===== config.mk =====
export PLATFORM = sky130hd
export DESIGN_NAME = jtf_framer
export DESIGN_NICKNAME = d
export VERILOG_FILES = /design/src/jtf_pkg.sv /design/src/jtf_framer.sv
export SDC_FILE = /design/constraint.sdc
export NUM_CORES = 2
export LEC_CHECK = 0
export ABC_AREA = 1
export BUFFER_PORTS_ARGS = -buffer_cell sky130_fd_sc_hd__buf_4
export CAP_MARGIN = 5
export CORE_MARGIN = 5
export CORE_UTILIZATION = 45
export CTS_BUF_LIST = sky130_fd_sc_hd__clkbuf_8
export CTS_CLUSTER_SIZE = 14
export DETAILED_ROUTE_END_ITERATION = 8
export PLACE_DENSITY = 0.67
export SYNTH_ARGS = -nofsm -noshare
export SYNTH_HDL_FRONTEND = slang
export SYNTH_SLANG_ARGS = --single-unit

===== constraint.sdc =====
create_clock -name MCLK -period 7.95 [get_ports MCLK]
set_input_delay 1.1925 -clock MCLK [delete_from_list [all_inputs] [get_ports MCLK]]
set_output_delay 1.1925 -clock MCLK [all_outputs]
set_load 0.02 [all_outputs]

===== src/jtf_pkg.sv =====
// Constants, types and helper functions for the transmit framer.
// Assumes a single device clock and transport modes taken from a fixed table.
package jtf_pkg;

  // ****************************************
  // Sizes
  // ****************************************
  localparam int LANES = 8;
  localparam int CONVS = 4;
  localparam int SMP_W = 16;
  localparam int SUBCLASS = 1;

  // ****************************************
  // Control characters and headers
  // ****************************************
  localparam logic [7:0] K_COMMA = 8'hbc;
  localparam logic [7:0] K_R = 8'h1c;
  localparam logic [7:0] K_A = 8'h7c;
  localparam logic [7:0] K_Q = 8'h9c;
  localparam logic [7:0] K_F = 8'hfc;
  localparam logic [1:0] SH_DATA = 2'b01;

  // ****************************************
  // Multiframe, block and alignment timing
  // ****************************************
  localparam logic [7:0] MF_LAST_8B = 8'h1f;
  localparam logic [7:0] MF_LAST_64B = 8'hff;
  localparam logic [2:0] BLOCK_FIRST = 3'h0;
  localparam logic [1:0] ILAS_MF_LAST = 2'h3;
  localparam logic [1:0] ILAS_CFG_MF = 2'h1;
  localparam logic [7:0] ILAS_Q_POS = 8'h01;
  localparam logic [7:0] ILAS_CFG_POS = 8'h02;

  // ****************************************
  // Scramblers
  // ****************************************
  localparam int SCR8_TAP_A = 14;
  localparam int SCR8_TAP_B = 13;
  localparam int SCR64_TAP_A = 57;
  localparam int SCR64_TAP_B = 38;
  localparam logic [14:0] SCR8_SEED = 15'h7fff;
  localparam logic [57:0] SCR64_SEED = 58'h3ff_ffff_ffff_ffff;

  // ****************************************
  // Types
  // ****************************************
  typedef struct packed {
    logic enc64;
    logic [1:0] log2f;
    logic [1:0] fmask;
    logic [7:0] lane_mask;
  } mode_type;

  typedef enum logic [2:0] {
    ST_IDLE = 3'b000,
    ST_CGS = 3'b001,
    ST_WAIT = 3'b010,
    ST_ILAS = 3'b011,
    ST_DATA = 3'b100
  } link_state_type;

  typedef struct packed {
    logic hdr_valid;
    logic [1:0] hdr;
    logic ctrl;
    logic [7:0] octet;
  } lane_sym_type;

  localparam mode_type MODE_RESET = '{1'b0, 2'h0, 2'h0, 8'hff};

  // Predefined transport modes; unknown selections fall back to mode 0.
  function automatic mode_type mode_lookup(input logic [2:0] sel);
    mode_type m;
    m = MODE_RESET;
    case (sel)
      3'h1: m = '{1'b0, 2'h1, 2'h1, 8'h0f};
      3'h2: m = '{1'b0, 2'h2, 2'h3, 8'h03};
      3'h3: m = '{1'b1, 2'h0, 2'h0, 8'hff};
      3'h4: m = '{1'b1, 2'h1, 2'h1, 8'h0f};
      3'h5: m = '{1'b1, 2'h2, 2'h3, 8'h03};
      default: m = MODE_RESET;
    endcase
    return m;
  endfunction

  // Self-synchronous 1 + x^14 + x^15 scrambler, one octet, MSB first.
  function automatic logic [22:0] scr8_octet(input logic [14:0] st, input logic [7:0] d);
    logic [14:0] s;
    logic [7:0] o;
    logic b;
    s = st;
    o = 8'h00;
    for (int i = 7; i >= 0; i--) begin
      b = d[i] ^ s[SCR8_TAP_A] ^ s[SCR8_TAP_B];
      o[i] = b;
      s = {s[13:0], b};
    end
    return {s, o};
  endfunction

  // Self-synchronous 1 + x^39 + x^58 scrambler, one octet, MSB first.
  function automatic logic [65:0] scr64_octet(input logic [57:0] st, input logic [7:0] d);
    logic [57:0] s;
    logic [7:0] o;
    logic b;
    s = st;
    o = 8'h00;
    for (int i = 7; i >= 0; i--) begin
      b = d[i] ^ s[SCR64_TAP_A] ^ s[SCR64_TAP_B];
      o[i] = b;
      s = {s[56:0], b};
    end
    return {s, o};
  endfunction

endpackage


===== src/jtf_framer.sv =====
// Transmit framer: transport mapping, scrambling and link layer for up to eight lanes.
// Assumes samples are synchronous to MCLK and held for a whole frame, and that
// a downstream character or block encoder and serializer run on the same clock.
//
// Behaviour
// - At most eight lanes carry sample octets; unused lanes stay zero.
// - Each lane runs 8b/10b character or 64b/66b block framing by mode.
// - 8b/10b output keeps JESD204B character framing and control characters.
// - In 64b/66b the SYNC pin is ignored; sync headers give block alignment.
// - SYNC low in 8b/10b starts code group synchronization.
// - Captured SYSREF edge resets the multiframe or multiblock counter to zero.
// - One device clock runs all the logic and lane outputs.
// - Samples become octets, F octets per frame, mapped over L lanes.
// - Lane count and octets per frame come from one selected transport mode.
// - Scrambling optional in 8b/10b, always on in 64b/66b.
// - Scrambling acts on octets before coding and before header insertion.
// - The initial lane alignment sequence is never scrambled.
// - Different self-synchronous polynomials for the two coding schemes.
// - FEC_ENABLE in 64b/66b modes only raises FEC_ACTIVE; no FEC coding is applied.
// - No three-bit CRC in the sync header stream.
// - No command channel in the sync header stream.
// - Subclass 1 deterministic latency only, via SYSREF.
// - All lanes share one counter and state so they align at the receiver.
// - SYNC is acted on at once, suiting older and current receivers.
// - Frames group into multiframes, or into blocks and multiblocks.
// - Link sets boundaries, initialises, codes data and marks alignment.
// - Commas are sent while SYNC is low.
// - ILAS starts on the LMFC edge after SYNC rises and spans four multiframes.
// - Each 64-bit block is preceded by a two-bit sync header.
`timescale 1ns/100ps

module jtf_framer (
  // Clock and reset
  input wire logic MCLK,
  input wire logic RESET_N,
  // Link control
  input wire logic LINK_ENABLE,
  input wire logic [2:0] TRANSPORT_MODE_SELECT,
  input wire logic SCRAMBLE_ENABLE,
  input wire logic FEC_ENABLE,
  input wire logic SYSREF,
  input wire logic LINK_SYNC_PIN_N,
  // Samples
  input wire logic [jtf_pkg::CONVS-1:0][jtf_pkg::SMP_W-1:0] SAMPLE_IN,
  output logic SAMPLE_TAKEN,
  // Lanes
  output jtf_pkg::lane_sym_type [jtf_pkg::LANES-1:0] LANE_OUT,
  output logic [jtf_pkg::LANES-1:0] LANE_ACTIVE,
  // Status
  output jtf_pkg::link_state_type LINK_STATE,
  output logic FEC_ACTIVE
);

  // ****************************************
  // Configuration
  // ****************************************
  jtf_pkg::mode_type cfg_q;
  logic [2:0] mode_sel_q;
  logic scr_en_q;
  logic fec_q;

  // Settings are only taken while the link is disabled.
  always_ff @(posedge MCLK or negedge RESET_N) begin
    if (!RESET_N) begin
      cfg_q <= jtf_pkg::MODE_RESET;
      mode_sel_q <= 3'h0;
      scr_en_q <= 1'b0;
      fec_q <= 1'b0;
    end else if (!LINK_ENABLE) begin
      cfg_q <= jtf_pkg::mode_lookup(TRANSPORT_MODE_SELECT);
      mode_sel_q <= TRANSPORT_MODE_SELECT;
      scr_en_q <= SCRAMBLE_ENABLE;
      fec_q <= FEC_ENABLE;
    end
  end

  // ****************************************
  // SYSREF and multiframe counter
  // ****************************************
  logic sysref_q;
  logic sysref_edge;
  logic [7:0] mf_cnt_q;
  logic [7:0] mf_last;
  logic [1:0] pos;
  logic frame_end;
  logic mf_end;

  assign sysref_edge = SYSREF & ~sysref_q;
  assign mf_last = cfg_q.enc64 ? jtf_pkg::MF_LAST_64B : jtf_pkg::MF_LAST_8B;
  assign pos = mf_cnt_q[1:0] & cfg_q.fmask;
  assign frame_end = (pos == cfg_q.fmask);
  assign mf_end = (mf_cnt_q == mf_last);

  always_ff @(posedge MCLK or negedge RESET_N) begin
    if (!RESET_N) begin
      sysref_q <= 1'b0;
    end else begin
      sysref_q <= SYSREF;
    end
  end

  // One counter serves every lane, so lanes stay mutually aligned.
  always_ff @(posedge MCLK or negedge RESET_N) begin
    if (!RESET_N) begin
      mf_cnt_q <= 8'h00;
    end else if (sysref_edge) begin
      mf_cnt_q <= 8'h00;
    end else if (mf_end) begin
      mf_cnt_q <= 8'h00;
    end else begin
      mf_cnt_q <= 8'(mf_cnt_q + 8'h01);
    end
  end

  // ****************************************
  // Link state machine
  // ****************************************
  jtf_pkg::link_state_type st_q;
  logic [1:0] ilas_mf_q;

  // SYNC is acted on in the cycle it is seen, with no minimum low time.
  always_ff @(posedge MCLK or negedge RESET_N) begin
    if (!RESET_N) begin
      st_q <= jtf_pkg::ST_IDLE;
    end else if (!LINK_ENABLE) begin
      st_q <= jtf_pkg::ST_IDLE;
    end else if (cfg_q.enc64) begin
      st_q <= jtf_pkg::ST_DATA;
    end else if (!LINK_SYNC_PIN_N) begin
      st_q <= jtf_pkg::ST_CGS;
    end else begin
      case (st_q)
        jtf_pkg::ST_CGS: begin
          st_q <= jtf_pkg::ST_WAIT;
        end
        jtf_pkg::ST_WAIT: begin
          if (mf_end) begin
            st_q <= jtf_pkg::ST_ILAS;
          end
        end
        jtf_pkg::ST_ILAS: begin
          if (mf_end && ilas_mf_q == jtf_pkg::ILAS_MF_LAST) begin
            st_q <= jtf_pkg::ST_DATA;
          end
        end
        default: begin
          st_q <= st_q;
        end
      endcase
    end
  end

  always_ff @(posedge MCLK or negedge RESET_N) begin
    if (!RESET_N) begin
      ilas_mf_q <= 2'h0;
    end else if (st_q != jtf_pkg::ST_ILAS) begin
      ilas_mf_q <= 2'h0;
    end else if (mf_end) begin
      ilas_mf_q <= 2'(ilas_mf_q + 2'h1);
    end
  end

  // ****************************************
  // Sample capture
  // ****************************************
  logic [jtf_pkg::CONVS-1:0][jtf_pkg::SMP_W-1:0] hold_q;

  // The sample set is captured at each frame end and sent in the next frame.
  always_ff @(posedge MCLK or negedge RESET_N) begin
    if (!RESET_N) begin
      hold_q <= '0;
      SAMPLE_TAKEN <= 1'b0;
    end else begin
      SAMPLE_TAKEN <= frame_end;
      if (frame_end) begin
        hold_q <= SAMPLE_IN;
      end
    end
  end

  // ****************************************
  // Lane symbol generation
  // ****************************************
  logic [14:0] scr8_q [jtf_pkg::LANES];
  logic [57:0] scr64_q [jtf_pkg::LANES];
  logic [7:0] prev_q [jtf_pkg::LANES];
  logic [14:0] scr8_d [jtf_pkg::LANES];
  logic [57:0] scr64_d [jtf_pkg::LANES];
  logic [7:0] prev_d [jtf_pkg::LANES];
  jtf_pkg::lane_sym_type [jtf_pkg::LANES-1:0] sym_d;

  always_comb begin
    logic [2:0] k;
    logic [15:0] smp;
    logic [7:0] raw;
    logic [22:0] r8;
    logic [65:0] r64;
    k = 3'h0;
    smp = 16'h0000;
    raw = 8'h00;
    r8 = '0;
    r64 = '0;
    sym_d = '0;
    for (int l = 0; l < jtf_pkg::LANES; l++) begin
      scr8_d[l] = scr8_q[l];
      scr64_d[l] = scr64_q[l];
      prev_d[l] = prev_q[l];
      // Lane l carries frame octets l*F to l*F+F-1.
      k = (3'(l) << cfg_q.log2f) | {1'b0, pos};
      smp = hold_q[k[2:1]];
      raw = k[0] ? smp[7:0] : smp[15:8];
      r8 = jtf_pkg::scr8_octet(scr8_q[l], raw);
      r64 = jtf_pkg::scr64_octet(scr64_q[l], raw);
      if (cfg_q.lane_mask[l]) begin
        case (st_q)
          jtf_pkg::ST_CGS, jtf_pkg::ST_WAIT: begin
            sym_d[l].ctrl = 1'b1;
            sym_d[l].octet = jtf_pkg::K_COMMA;
          end
          jtf_pkg::ST_ILAS: begin
            // Alignment sequence bypasses the scrambler.
            if (mf_cnt_q == 8'h00) begin
              sym_d[l].ctrl = 1'b1;
              sym_d[l].octet = jtf_pkg::K_R;
            end else if (mf_end) begin
              sym_d[l].ctrl = 1'b1;
              sym_d[l].octet = jtf_pkg::K_A;
            end else if (ilas_mf_q == jtf_pkg::ILAS_CFG_MF && mf_cnt_q == jtf_pkg::ILAS_Q_POS) begin
              sym_d[l].ctrl = 1'b1;
              sym_d[l].octet = jtf_pkg::K_Q;
            end else if (ilas_mf_q == jtf_pkg::ILAS_CFG_MF && mf_cnt_q == jtf_pkg::ILAS_CFG_POS) begin
              sym_d[l].octet = 8'(mode_sel_q);
            end else begin
              sym_d[l].octet = mf_cnt_q;
            end
          end
          jtf_pkg::ST_DATA: begin
            if (cfg_q.enc64) begin
              // Block scrambling is always on, ahead of the header.
              sym_d[l].octet = r64[7:0];
              scr64_d[l] = r64[65:8];
              // Header marks each block start; CRC and command bits are absent.
              sym_d[l].hdr_valid = (mf_cnt_q[2:0] == jtf_pkg::BLOCK_FIRST);
              sym_d[l].hdr = jtf_pkg::SH_DATA;
            end else if (scr_en_q) begin
              sym_d[l].octet = r8[7:0];
              scr8_d[l] = r8[22:8];
              // Scrambled end octets equal to a marker go out as that marker.
              if (mf_end && r8[7:0] == jtf_pkg::K_A) begin
                sym_d[l].ctrl = 1'b1;
              end else if (frame_end && r8[7:0] == jtf_pkg::K_F) begin
                sym_d[l].ctrl = 1'b1;
              end
            end else begin
              sym_d[l].octet = raw;
              // A repeated frame-end octet is replaced by an alignment marker.
              if (frame_end) begin
                prev_d[l] = raw;
                if (raw == prev_q[l]) begin
                  sym_d[l].ctrl = 1'b1;
                  sym_d[l].octet = mf_end ? jtf_pkg::K_A : jtf_pkg::K_F;
                end
              end
            end
          end
          default: begin
            sym_d[l] = '0;
          end
        endcase
      end
    end
  end

  always_ff @(posedge MCLK or negedge RESET_N) begin
    if (!RESET_N) begin
      for (int l = 0; l < jtf_pkg::LANES; l++) begin
        scr8_q[l] <= jtf_pkg::SCR8_SEED;
        scr64_q[l] <= jtf_pkg::SCR64_SEED;
        prev_q[l] <= 8'h00;
      end
    end else begin
      for (int l = 0; l < jtf_pkg::LANES; l++) begin
        scr8_q[l] <= scr8_d[l];
        scr64_q[l] <= scr64_d[l];
        prev_q[l] <= prev_d[l];
      end
    end
  end

  // ****************************************
  // Registered outputs
  // ****************************************
  always_ff @(posedge MCLK or negedge RESET_N) begin
    if (!RESET_N) begin
      LANE_OUT <= '0;
      LANE_ACTIVE <= 8'h00;
      LINK_STATE <= jtf_pkg::ST_IDLE;
      FEC_ACTIVE <= 1'b0;
    end else begin
      LANE_OUT <= sym_d;
      LANE_ACTIVE <= cfg_q.lane_mask;
      LINK_STATE <= st_q;
      FEC_ACTIVE <= cfg_q.enc64 & fec_q & LINK_ENABLE;
    end
  end
endmodule


==> impl_results.md <==
- Status: finished clean
- Top cell type by total area after synthesis: dfstp_2
- Placeable Area: 88500 sq um
- Slew @ Worst Pin: 1.18 ns
- Post-Layout Inst Area: 45300 sq um
- Initial antenna violation count: 3
- CP bufs+invs: 3
- Peak VDD IR: 0.000187 V
- Largest net degree at the start of global routing: 176
- CTS tree: built
- Top_reg_cell synth: dfstp_2
- DP HPWL: 83800 um
- Cells after Synth: 4913
- Layout cell share with drive strength beyond 1: 22.3%
- PortBufs: 174
- Syn_area_per_cell: 8.18 sq um
- Overall Global Routing Usage: 25.0%
- Routed len/inst: 19.2 um
- Detailed Routing Iterations Pass 1: 7
- Skew-Pair Late Insertion Delay: 0.83 ns
- Delay-heaviest family, CP: simple AND/OR/NAND/NOR gates
- Total gr overflow: 0
- Crit-path max FO: 35
- Crit start category: flip-flop
- Chip height: 309 um
- Dpl cells: 6039
- Nets: 5103
- Top cells by area, synth: dfstp_2 38%, nand2_1 19%, dfrtp_1 15%
- Die W: 309 um
- Reg2reg start: cfg_q[11]
- CTS max path bufs: 3
- Final Non-Filler Cells: 6302
- Area growth syn-to-layout: 12.5%
- Seq/Total Area, Yosys: 53.0%
- Top-count cell post-synth: nand2_1
- Sum of negative setup slack: 0 ns
- CP max-delay cell: dfrtp_1
- I/O Pins: 183
- Critical path required time: 8.67 ns
- Fillers: 8422
- Mapped cell area: 40200 sq um
- Placed inst area: 42200 sq um
- Std-Cell Rows: 109
- Crit path DAT: 5.79 ns
- Vias in the first global route: 31.1k
- Pleak: 0.0216 uW
- Clock Skews: 0.0434 ns
- Final Max Tran Viols: 0
- Yosys cell types: 48
- Most common library cells after synthesis: 2034 x nand2_1, 586 x dfstp_2, 420 x o21ai_0
- Reg clk slew, reported paths: 0.07 ns
- ANT nets after route: 0
- Final hold viol count: 0
- Power Density: 348 nW/um^2
- Cts hold-fix bufs: 0
- # Post-CTS Setup Buffers: 0
- Crit path launch: cfg_q[11]
- Die area: 95400 sq um
- # setup viols final: 0
- Top-area cell type share of the netlist area: 38.3%
- Clk sinks: 823
- Worst hold slack: 0.391 ns
- Crit end category: flip-flop
- Reg2Reg Setup Slack: 2.88 ns
- Via count: 33.1k
- DRC: 0
- RSZ-0062 raised after global routing: false
- RD Place Congestion: 1.03
- Routed WL: 121000 um
- Initial Util: 45.4%
- Clk root buf: clkbuf_8
- Fin crit share: 63.8%
- Number of synthesized flops with an enable pin: 0
- H-tree Lvls: 4
- Setup CP Type: flip-flop to flip-flop
- DR iter-0 viols: 3415
- Fmax: 0.197 GHz
- TritonCTS Buffers: 142
- Slew HR: 20.5%
- Cts repair resizes: 0
- Share of flip-flops with an asynchronous set or reset: 100%
- First-pass GRT wire length: 185000 um
- Max Cap Viol: 0
- Vias per cell: 5.25
- Most frequent CP cell: nand2_1
- Hold crit path type: input port to asynchronous set/reset pin
- CP peak stage delay: 0.90 ns
- Flops & latches, synth: 823
- Worst path cell trace: inv_2 -> ha_1 -> inv_2 -> nand2_1 -> buf_4 -> o21ai_0 -> nand2_1 -> nand3_1 -> nand2_1 -> nand2_1 -> nand2_1 -> nor2_1 -> nand2_1 -> nor2_2 -> nand3_1 -> nand2_1 -> nand2_1 -> a21oi_1
- Fin crit period: 5.07 ns
- Syn. warnings: 0
[sequential cells by signal, indices dropped and copies added, names as in the netlist, 2 cells and up]
register / count
LANE_OUT: 78
mode_sel_q: 3
prev_q: 64
ilas_mf_q: 2
scr8_q: 120
LINK_STATE: 3
mf_cnt_q: 8
LANE_ACTIVE: 3
scr64_q: 464
cfg_q: 6
hold_q: 64
st_q: 3
[cell usage in the layout (no fill, tap or decap), types with 97 or more instances in the layout]
master,instances
xor2_1,155
o21ai_0,420
xnor2_1,97
buf_4,218
clkbuf_8,180
nand3_1,310
dfrtp_1,237
inv_1,317
dfstp_2,586
a21oi_1,104
nor2_1,137
nand2_1,2033
[metrics by stage]
stage	util [%]	power (uW)	worst slack, ns
2_1_floorplan	-	10100	5.11
3_3_place_gp	47.6	11500	3.14
3_5_place_dp	47.6	11600	3.05
4_1_cts	51.1	15800	3.05
5_1_grt	51.1	16700	2.51
6_report	51.1	15700	2.88
[metal layers]
| layer | vias to the layer above | share of wire (%) | GRT usage [%] |
|---|---|---|---|
| li1 | 15700 | - | - |
| met1 | 15800 | 42 | 33.9 |
| met2 | 1214 | 45 | 38.7 |
| met3 | 308 | 7.3 | 4.88 |
| met4 | 4 | 5.4 | 12.4 |
| met5 | - | 0.022 | 0 |
[worst register-to-register path: cells and delay by family, from the launching register on]
family	cells	cell delay (ns)
AND/OR/NAND/NOR	12	1.79
buffers and inverters	3	1.39
flip-flops	1	0.90
adder cells (fa/ha/maj)	1	0.53
AO/OA/AOI/OAI	2	0.41
[final cells by class]
cell class | count | area, sq um | share of cell area, %
Sequential cell | 823 | 21300 | 47.1
Multi-Input combinational cell | 3533 | 16500 | 36.5
Clock buffer | 180 | 2480 | 5.47
Timing Repair Buffer | 222 | 1710 | 3.78
Tap cell | 1165 | 1460 | 3.22
Inverter | 296 | 1120 | 2.48
Clock inverter | 82 | 616 | 1.36
Antenna cell | 1 | 2.50 | 0.00553
[path summary, 6_finish.rpt]
| path | cells after the start | to |
|---|---|---|
| max | 18 | LANE_OUT[80] |
| min | 1 | LANE_ACTIVE[1] |
| max reg2reg | 18 | LANE_OUT[80] |
| min reg2reg | 0 | LANE_ACTIVE[3] |
| max in group asynchronous | 2 | LANE_OUT[63] |
| min in group MCLK | 0 | LANE_ACTIVE[3] |
[power by group]
part / internal, uW / total (uW) / leakage, uW / switching [uW]
clock network: 2240 / 4100 / 0.00174 / 1860
registers: 6190 / 7050 / 0.00911 / 859
logic: 1560 / 4580 / 0.0108 / 3020
[cells by family (layout without fill, tap and decap cells)]
logic type	Yosys count	in the layout	share of synthesized area (%)
buf+inv	564	780	6.00
flops	823	823	53.0
xor+xnor	252	252	5.49
fa+ha+maj	11	11	0.342
simple gates	2616	2616	26.5
compound gates	644	644	8.58
other cells	2	10	0.0187
mux	1	1	0.0560
Power figures use the tool's default switching activity.
